`src/ses_pkg.sv`:
```
`default_nettype none
package ses_pkg;
	// lane and field geometry
	localparam int LANE_COUNT = 16;
	localparam int TALLY_W = 16;
	localparam int LEVEL_W = 6;
	localparam int PHASE_W = 7;
	localparam int SLOT_W = 5;
	localparam int IDX_W = 10;

	// register indices, byte address is four times the index
	localparam logic [IDX_W-1:0] IDX_RUN_CONTROL = 10'h1f0;
	localparam logic [IDX_W-1:0] IDX_SETUP = 10'h1f1;
	localparam logic [IDX_W-1:0] IDX_PHASE_OFFSET = 10'h1f2;
	localparam logic [IDX_W-1:0] IDX_LEVEL_OFFSET = 10'h1f3;
	localparam logic [IDX_W-1:0] IDX_BIT_SLOT = 10'h1f4;
	localparam logic [IDX_W-1:0] IDX_TALLY_CLEAR = 10'h1f5;
	localparam logic [IDX_W-1:0] IDX_FINISHED = 10'h1f6;
	localparam logic [IDX_W-1:0] IDX_LEVEL_BASE = 10'h200;
	localparam logic [IDX_W-1:0] IDX_TALLY_BASE = 10'h210;

	// reset values
	localparam logic [7:0] RST_RUN_CONTROL = 8'h00;
	localparam logic [7:0] RST_SETUP = 8'h00;
	localparam logic [7:0] RST_PHASE_OFFSET = 8'h00;
	localparam logic [7:0] RST_LEVEL_OFFSET = 8'h00;
	localparam logic [7:0] RST_BIT_SLOT = 8'h00;
	localparam logic [7:0] RST_TALLY_CLEAR = 8'h00;

	// field positions
	localparam int GO_BIT = 0;
	localparam int CLEAR_BIT = 0;
	localparam int LEN_LSB = 4;
	localparam int MODE_LSB = 0;

	// sample lengths per scan_length_sel code
	localparam logic [TALLY_W-1:0] LEN_SEL0 = 16'h007f;
	localparam logic [TALLY_W-1:0] LEN_SEL1 = 16'h0408;
	localparam logic [TALLY_W-1:0] LEN_SEL2 = 16'h1fff;
	localparam logic [TALLY_W-1:0] LEN_SEL3 = 16'hffff;

	// scan modes
	localparam logic [3:0] MODE_OFF = 4'h0;
	localparam logic [3:0] MODE_CMP_ALL = 4'h1;
	localparam logic [3:0] MODE_CMP_ZERO = 4'h2;
	localparam logic [3:0] MODE_CMP_ONE = 4'h3;
	localparam logic [3:0] MODE_CNT_ONES = 4'h4;
	localparam logic [3:0] MODE_AVG_ZERO = 4'h8;
	localparam logic [3:0] MODE_LOW_ZERO = 4'h9;
	localparam logic [3:0] MODE_HIGH_ZERO = 4'ha;
	localparam logic [3:0] MODE_AVG_ONE = 4'hc;
	localparam logic [3:0] MODE_HIGH_ONE = 4'hd;
	localparam logic [3:0] MODE_LOW_ONE = 4'he;

	// signed level limits
	localparam logic [LEVEL_W-1:0] LEVEL_MAX = 6'h1f;
	localparam logic [LEVEL_W-1:0] LEVEL_MIN = 6'h20;
	localparam logic [LEVEL_W-1:0] LEVEL_START = 6'h00;

	typedef enum logic {
		ST_IDLE = 1'b0,
		ST_RUN = 1'b1
	} ses_state_type;
endpackage
`default_nettype wire

```
`src/ses_eye_scan.sv`:
```
`timescale 1ns/1ps
`default_nettype none
module ses_eye_scan
	import ses_pkg::*;
(
	// clock and reset
	input wire logic hclk,
	input wire logic hresetn,
	// ahb-lite slave
	input wire logic hsel,
	input wire logic [31:0] haddr,
	input wire logic [1:0] htrans,
	input wire logic hwrite,
	input wire logic [2:0] hsize,
	input wire logic [31:0] hwdata,
	input wire logic hreadyin,
	output logic [31:0] hrdata,
	output logic hreadyout,
	output logic hresp,
	// receive samplers, one bit per lane
	input wire logic rx_bit_valid,
	input wire logic [SLOT_W-1:0] rx_bit_pos,
	input wire logic [LANE_COUNT-1:0] rx_data_bit,
	input wire logic [LANE_COUNT-1:0] rx_scan_bit,
	// scan sampler steering
	output logic scan_sampler_en,
	output logic [PHASE_W-1:0] scan_phase_out,
	output logic [LANE_COUNT*LEVEL_W-1:0] scan_level_out
);

	// qualifying sample for a mode, given the normal sampler's bit
	function automatic logic mode_takes(input logic [3:0] mode, input logic data_bit);
		logic r;
		r = 1'b0;
		case (mode)
			MODE_CMP_ALL, MODE_CNT_ONES: r = 1'b1;
			MODE_CMP_ZERO, MODE_AVG_ZERO, MODE_LOW_ZERO, MODE_HIGH_ZERO: r = ~data_bit;
			MODE_CMP_ONE, MODE_AVG_ONE, MODE_HIGH_ONE, MODE_LOW_ONE: r = data_bit;
			default: r = 1'b0;
		endcase
		return r;
	endfunction

	function automatic logic mode_is_level(input logic [3:0] mode);
		return (mode == MODE_AVG_ZERO) || (mode == MODE_LOW_ZERO) ||
			(mode == MODE_HIGH_ZERO) || (mode == MODE_AVG_ONE) ||
			(mode == MODE_HIGH_ONE) || (mode == MODE_LOW_ONE);
	endfunction

	function automatic logic [IDX_W-1:0] word_index(input logic [31:0] addr);
		return addr[IDX_W+1:2];
	endfunction

	// registers
	logic [7:0] run_control_reg;
	logic [7:0] scan_setup_reg;
	logic [7:0] phase_offset_reg;
	logic [7:0] level_offset_reg;
	logic [7:0] bit_slot_reg;
	logic [7:0] tally_clear_reg;

	// bus pipeline
	logic wr_pend_reg;
	logic [IDX_W-1:0] wr_idx_reg;
	logic bus_req;
	logic rd_req;
	logic accept;
	logic [31:0] rd_value;

	// scan control
	ses_state_type state_reg;
	logic go_prev_reg;
	logic clear_prev_reg;
	logic scan_start;
	logic scan_abort;
	logic tally_wipe;
	logic [3:0] mode;
	logic [TALLY_W-1:0] length_target;
	logic slot_hit;
	logic [LANE_COUNT-1:0] finished_reg;
	logic [LANE_COUNT-1:0] busy_reg;
	logic [LANE_COUNT-1:0][TALLY_W-1:0] tally_reg;
	logic [LANE_COUNT-1:0][TALLY_W-1:0] samples_reg;
	logic [LANE_COUNT-1:0][LEVEL_W-1:0] level_reg;

	assign mode = scan_setup_reg[MODE_LSB +: 4];
	assign hresp = 1'b0;

	// a read that lands on a pending write's data phase waits one cycle so it sees the new value
	assign bus_req = hsel && htrans[1] && hreadyin;
	assign rd_req = hsel && htrans[1] && !hwrite;
	assign hreadyout = !(wr_pend_reg && rd_req);
	assign accept = bus_req && hreadyout;

	always_ff @(posedge hclk or negedge hresetn) begin
		if (!hresetn) begin
			wr_pend_reg <= 1'b0;
			wr_idx_reg <= '0;
		end else begin
			wr_pend_reg <= accept && hwrite;
			if (accept) begin
				wr_idx_reg <= word_index(haddr);
			end
		end
	end

	// register writes in the data phase; reserved bits store what is written
	always_ff @(posedge hclk or negedge hresetn) begin
		if (!hresetn) begin
			run_control_reg <= RST_RUN_CONTROL;
			scan_setup_reg <= RST_SETUP;
			phase_offset_reg <= RST_PHASE_OFFSET;
			level_offset_reg <= RST_LEVEL_OFFSET;
			bit_slot_reg <= RST_BIT_SLOT;
			tally_clear_reg <= RST_TALLY_CLEAR;
		end else if (wr_pend_reg) begin
			if (wr_idx_reg == IDX_RUN_CONTROL) begin
				run_control_reg <= hwdata[7:0];
			end else if (wr_idx_reg == IDX_SETUP) begin
				scan_setup_reg <= hwdata[7:0];
			end else if (wr_idx_reg == IDX_PHASE_OFFSET) begin
				phase_offset_reg <= hwdata[7:0];
			end else if (wr_idx_reg == IDX_LEVEL_OFFSET) begin
				level_offset_reg <= hwdata[7:0];
			end else if (wr_idx_reg == IDX_BIT_SLOT) begin
				bit_slot_reg <= hwdata[7:0];
			end else if (wr_idx_reg == IDX_TALLY_CLEAR) begin
				tally_clear_reg <= hwdata[7:0];
			end
		end
	end

	// read decode; unmapped words read zero
	always_comb begin
		logic [IDX_W-1:0] idx;
		idx = word_index(haddr);
		rd_value = 32'h0000_0000;
		if (idx == IDX_RUN_CONTROL) begin
			rd_value = {24'h000000, run_control_reg};
		end else if (idx == IDX_SETUP) begin
			rd_value = {24'h000000, scan_setup_reg};
		end else if (idx == IDX_PHASE_OFFSET) begin
			rd_value = {24'h000000, phase_offset_reg};
		end else if (idx == IDX_LEVEL_OFFSET) begin
			rd_value = {24'h000000, level_offset_reg};
		end else if (idx == IDX_BIT_SLOT) begin
			rd_value = {24'h000000, bit_slot_reg};
		end else if (idx == IDX_TALLY_CLEAR) begin
			rd_value = {24'h000000, tally_clear_reg};
		end else if (idx == IDX_FINISHED) begin
			rd_value = {16'h0000, finished_reg};
		end else if (idx >= IDX_LEVEL_BASE && idx < IDX_LEVEL_BASE + 10'(LANE_COUNT)) begin
			rd_value = {26'h0000000, level_reg[4'(idx - IDX_LEVEL_BASE)]};
		end else if (idx >= IDX_TALLY_BASE && idx < IDX_TALLY_BASE + 10'(LANE_COUNT)) begin
			rd_value = {16'h0000, tally_reg[4'(idx - IDX_TALLY_BASE)]};
		end
	end

	always_ff @(posedge hclk or negedge hresetn) begin
		if (!hresetn) begin
			hrdata <= 32'h0000_0000;
		end else if (accept && !hwrite) begin
			hrdata <= rd_value;
		end
	end

	// scan_go edges drive start and abort
	assign scan_start = run_control_reg[GO_BIT] && !go_prev_reg;
	assign scan_abort = !run_control_reg[GO_BIT] && go_prev_reg;
	assign tally_wipe = !tally_clear_reg[CLEAR_BIT] && clear_prev_reg;

	always_ff @(posedge hclk or negedge hresetn) begin
		if (!hresetn) begin
			go_prev_reg <= 1'b0;
			clear_prev_reg <= 1'b0;
		end else begin
			go_prev_reg <= run_control_reg[GO_BIT];
			clear_prev_reg <= tally_clear_reg[CLEAR_BIT];
		end
	end

	always_ff @(posedge hclk or negedge hresetn) begin
		if (!hresetn) begin
			state_reg <= ST_IDLE;
		end else begin
			case (state_reg)
				ST_IDLE: if (scan_start) state_reg <= ST_RUN;
				ST_RUN: if (scan_abort) state_reg <= ST_IDLE;
				default: state_reg <= ST_IDLE;
			endcase
		end
	end

	always_comb begin
		case (scan_setup_reg[LEN_LSB +: 2])
			2'h0: length_target = LEN_SEL0;
			2'h1: length_target = LEN_SEL1;
			2'h2: length_target = LEN_SEL2;
			default: length_target = LEN_SEL3;
		endcase
	end

	assign slot_hit = rx_bit_valid && (rx_bit_pos == bit_slot_reg[SLOT_W-1:0]);

	// sampler steering outputs
	assign scan_phase_out = phase_offset_reg[PHASE_W-1:0];
	assign scan_sampler_en = (state_reg == ST_RUN) && (|busy_reg);

	genvar g;
	generate
		for (g = 0; g < LANE_COUNT; g++) begin : lane
			logic take;
			logic last;
			logic mismatch;
			// only qualifying samples advance the length count
			assign take = busy_reg[g] && slot_hit && mode_takes(mode, rx_data_bit[g]);
			assign last = (samples_reg[g] + 16'h0001) == length_target;
			assign mismatch = rx_scan_bit[g] ^ rx_data_bit[g];

			// automatic modes drive the search value, others the programmed offset
			assign scan_level_out[g*LEVEL_W +: LEVEL_W] = mode_is_level(mode) ? level_reg[g] :
				level_offset_reg[LEVEL_W-1:0];

			always_ff @(posedge hclk or negedge hresetn) begin
				if (!hresetn) begin
					busy_reg[g] <= 1'b0;
					finished_reg[g] <= 1'b0;
					samples_reg[g] <= '0;
				end else if (scan_abort) begin
					busy_reg[g] <= 1'b0;
					finished_reg[g] <= 1'b0;
				end else if (scan_start) begin
					// reserved and disabled codes never go busy
					busy_reg[g] <= mode_takes(mode, 1'b0) || mode_takes(mode, 1'b1);
					finished_reg[g] <= 1'b0;
					samples_reg[g] <= '0;
				end else if (take) begin
					samples_reg[g] <= samples_reg[g] + 16'h0001;
					if (last) begin
						busy_reg[g] <= 1'b0;
						finished_reg[g] <= 1'b1;
					end
				end
			end

			// tally saturates rather than wrapping, so a long scan never reads small
			always_ff @(posedge hclk or negedge hresetn) begin
				if (!hresetn) begin
					tally_reg[g] <= '0;
				end else if (tally_wipe) begin
					tally_reg[g] <= '0;
				end else if (take && tally_reg[g] != 16'hffff) begin
					case (mode)
						MODE_CMP_ALL, MODE_CMP_ZERO, MODE_CMP_ONE: begin
							if (mismatch) tally_reg[g] <= tally_reg[g] + 16'h0001;
						end
						MODE_CNT_ONES: begin
							if (rx_scan_bit[g]) tally_reg[g] <= tally_reg[g] + 16'h0001;
						end
						default: tally_reg[g] <= tally_reg[g];
					endcase
				end
			end

			// threshold search: scan bit high means the sample sat above the threshold
			always_ff @(posedge hclk or negedge hresetn) begin
				if (!hresetn) begin
					level_reg[g] <= LEVEL_START;
				end else if (scan_start && mode_is_level(mode)) begin
					level_reg[g] <= LEVEL_START;
				end else if (take) begin
					case (mode)
						MODE_AVG_ZERO, MODE_AVG_ONE: begin
							if (rx_scan_bit[g] && level_reg[g] != LEVEL_MAX) begin
								level_reg[g] <= level_reg[g] + 6'h01;
							end else if (!rx_scan_bit[g] && level_reg[g] != LEVEL_MIN) begin
								level_reg[g] <= level_reg[g] - 6'h01;
							end
						end
						MODE_LOW_ZERO, MODE_LOW_ONE: begin
							if (!rx_scan_bit[g] && level_reg[g] != LEVEL_MIN) begin
								level_reg[g] <= level_reg[g] - 6'h01;
							end
						end
						MODE_HIGH_ZERO, MODE_HIGH_ONE: begin
							if (rx_scan_bit[g] && level_reg[g] != LEVEL_MAX) begin
								level_reg[g] <= level_reg[g] + 6'h01;
							end
						end
						default: level_reg[g] <= level_reg[g];
					endcase
				end
			end
		end
	endgenerate

endmodule
`default_nettype wire

```
`config.mk`:
```
export PLATFORM = sky130hd
export DESIGN_NAME = ses_eye_scan
export DESIGN_NICKNAME = d
export VERILOG_FILES = /design/src/ses_pkg.sv /design/src/ses_eye_scan.sv
export SDC_FILE = /design/constraint.sdc
export NUM_CORES = 2
export LEC_CHECK = 0
export ABC_CLOCK_PERIOD_IN_PS = 4150
export BUFFER_PORTS_ARGS = -buffer_cell sky130_fd_sc_hd__buf_2
export CAP_MARGIN = 20
export CORE_AREA = 2 2 284 286
export CTS_CLUSTER_SIZE = 40
export DETAILED_ROUTE_END_ITERATION = 10
export DIE_AREA = 0 0 286 288
export GPL_TIMING_DRIVEN = 0
export PLACE_DENSITY = 0.81
export SYNTH_ARGS = -nofsm -noshare
export SYNTH_HDL_FRONTEND = slang
export SYNTH_SLANG_ARGS = --single-unit
```
`constraint.sdc`:
```
create_clock -name hclk -period 4.15 [get_ports hclk]
set_input_delay 0.415 -clock hclk [delete_from_list [all_inputs] [get_ports hclk]]
set_output_delay 0.415 -clock hclk [all_outputs]
set_load 0.01 [all_outputs]
```
==> out/results.ini <==
[hold_path]
min_to = wr_idx_reg[8]
hold_path_class = primary input to register
hold_depth = 2
worstHoldStart = haddr[10]

[pwr]
cellPowerDensity_nw_per_um2 = 313
seqPwrFrac_pct = 44.1
power_frac_clock_pct = 45.2
p_sw_mw = 4.73
pwr-share-comb_pct = 10.6
design_power_total_mw = 17.3
p_leak_nw = 23.1
ir_worst_vdd_v = 0.000304
p_int_mw = 12.5
netSwitchingFraction_pct = 27.4

[yosys]
synth-main-ff-cell = dfrtp_1
muxShareOfSynthArea_pct = 7.34
netlist_area_um2 = 49600
yosysMostFrequentCell = dfrtp_1
syn_area_per_cell_um2 = 8.61
yosysWarnings = 0
synthAdderAreaFrac_pct = 2.17
post-synth-top-area-cell = dfrtp_1
ys_top_cells_by_area = dfrtp_1 36%, o21ai_0 5.3%, mux4_2 4.7%
synth.distinct_cells = 105
async_reset_ff_share_pct = 100
synth_compound_area_share_pct = 19.1
yosys-top-cells-count = 718 x dfrtp_1, 603 x nor2_1, 539 x nand2_1
yosys.area.top_type_share_pct = 36.2
yosysSeqAreaShare_pct = 36.2
syn-instance-count = 5758
synth-seq-cells = 718
synth_top_family_by_area = simple AND/OR/NAND/NOR gates
synth_xor_area_share_pct = 7.52
synth_edf_count = 0
synth-simple-area-share_pct = 23.1

[setup_path]
path_max_fanout = 11
cp-start-kind = primary input
cp.required_ns = 4.67
r2r.worst_path.cells = 7
r2r_start = scan_setup_reg[5]
r2r_end = busy_reg[5]
endpoint_kind = register
critical_path_arrival_ns = 4.72
r2r_setup_slack_ns = -0.04
crit_type = primary input to register

[global_route]
grt_pass1_wl_um = 275000
grt_antenna_before_repair = 29
grt_max_degree = 123
grt_pass1_vias = 45200
grt_use_total_pct = 43.6
overflow = 0

[clock_tree]
numCtsBuffers = 82
clk_pin_slew_ns = 0.06
cts.sinks = 718
htree_levels = 3
cts_root_buf = clkbuf_16
cts_tree = done
cts_buffer_depth = 3
clk_latency_ns = 0.67

[timing]
fin_skew_ns = 0.0346
min_period_ns = 4.21
finalHoldViolCount = 0
finalCritPeriodShare_pct = 101
fmax_mhz = 238
grt_setup_unrepaired = yes
drv_slew = 0
tightest_slew_ns = 1.29
worst_slack_ns = -0.0559
setup_viol = 3
maxSlewHeadroom_pct = 13.8

[finish]
nNetsFinal = 6250
synthToLayoutAreaGrowth_pct = 11.2
drive_above_1_share_pct = 11.6
final_util_pct = 69.2

[route]
drtIter0Drc = 6940
vias = 49500
routed_wl_um = 183000
avgViaCountPerCell = 6.89
antenna_violating_nets_post_route = 0
drt_first_pass_iters = 8
wire_per_inst_um = 25.5
drc = 0

[floorplan]
die_width_um = 286
die-area_um2 = 82400
start_util_pct = 62.2
core_um2 = 79600
fp-row-count = 104
ios = 250
die-height_um = 288

[placed_design]
place_ws_ns = -0.553
dpl.hpwl_um = 133000
portBuffers = 180
place_congestion = 1.04

[run_status]
violations = negative setup slack
status = complete, but fails checks

[run]
timing.max_cap.violations = 0

==> placed cells by master (no fill, tap or decap), drive strengths merged, types with 58 or more instances in the layout <==
master | synthesis | layout
a21o | 134 | 134
a21oi | 230 | 230
a31oi | 58 | 58
and3 | 138 | 138
buf | 120 | 315
clkbuf | 289 | 399
dfrtp | 718 | 718
ha | 86 | 86
inv | 117 | 119
mux2 | 76 | 76
mux4 | 104 | 104
nand2 | 539 | 539
nand3 | 300 | 300
nand4 | 138 | 138
nor2 | 604 | 604
nor3 | 185 | 185
nor4 | 68 | 68
o21ai | 547 | 547
o31ai | 146 | 146
xnor2 | 221 | 221
xor2 | 204 | 204
==> routing by layer <==
metal | GRT usage (%) | share of wire [%] | vias to the layer above
li1 | - | - | 21700
met1 | 58.9 | 38 | 23900
met2 | 61.8 | 41 | 3329
met3 | 14.9 | 14 | 652
met4 | 23.1 | 6.2 | 16
met5 | 0 | 0.053 | -
==> metrics by stage <==
stage | TNS [ns] | cell area [µm²] | hold slack [ns] | cells
after CTS | 0 | 55000 | 0.0290 | 7174
after global placement | -9271.62 | 51900 | 0.394 | 7014
final | -0.109 | 55100 | 0.0459 | 7194
after floorplan | 0 | 49600 | 0.119 | 5774
after global routing | -0.00502 | 55100 | 0.0599 | 7177
after detailed placement | -10.86 | 52100 | 0.406 | 7027
==> worst max-delay path, stage by stage <==
cell and delay, ns:
buf_2 0.16, buf_2 0.56, clkbuf_1 1.01, clkbuf_1 0.90, mux4_2 0.49, mux4_2 0.52
a32oi_1 0.48, o21ai_0 0.15
==> cell families after synthesis <==
| group | after synthesis |
|---|---|
| AOI/OAI and AO/OA | 1477 |
| xor gates and xnor gates | 425 |
| adders and majority gates | 86 |
| buffers and inverters | 527 |
| DFF | 718 |
| muxes | 224 |
| other | 1 |
| and+or+nand+nor | 2300 |
==> final cells by class <==
cell class | count | area, µm²
repair buffers | 196 | 1180
inverters | 118 | 443
fillers | 6456 | 24500
diodes | 19 | 47.5
multi-input cells | 4529 | 29500
plain buffers | 407 | 1810
well taps | 1060 | 1330
flip-flops and latches | 718 | 18000
clock inverters | 34 | 513
clock buffers | 113 | 2320
==> worst max-delay path by stage <==
stage / slack (ns) / startpoint / depth (start not counted) / endpoint
4_1_cts: 0.01 / scan_setup_reg[0] / 10 / scan_level_out[68]
6_report: -0.06 / haddr[3] / 8 / hrdata[15]
2_1_floorplan: 1.20 / scan_setup_reg[0] / 10 / scan_level_out[72]
3_3_place_gp: -13.00 / hresetn / 1 / samples_reg[82]
3_5_place_dp: -0.55 / scan_setup_reg[5] / 10 / finished_reg[0]
5_1_grt: -0.005 / scan_setup_reg[4] / 8 / busy_reg[5]
==> power by group through the flow <==
stage	Combinational, mW	Sequential (mW)	Clock [mW]
6_report	1.84	7.62	7.81
5_1_grt	1.98	7.64	8.11
4_1_cts	1.78	7.59	7.81
3_5_place_dp	1.77	7.72	0
3_3_place_gp	1.71	7.71	0
2_1_floorplan	1.08	7.60	0
==> repair_timing <==
action,CTS,global route
endpoints found under the hold margin,95,0
buffers inserted,0,0
hold buffers,1,0
endpoints found under the setup margin,134,143
gates resized for setup,25,27
gates cloned,0,0
pin swaps,0,0
Note: power is estimated with default switching activity, not from simulation.
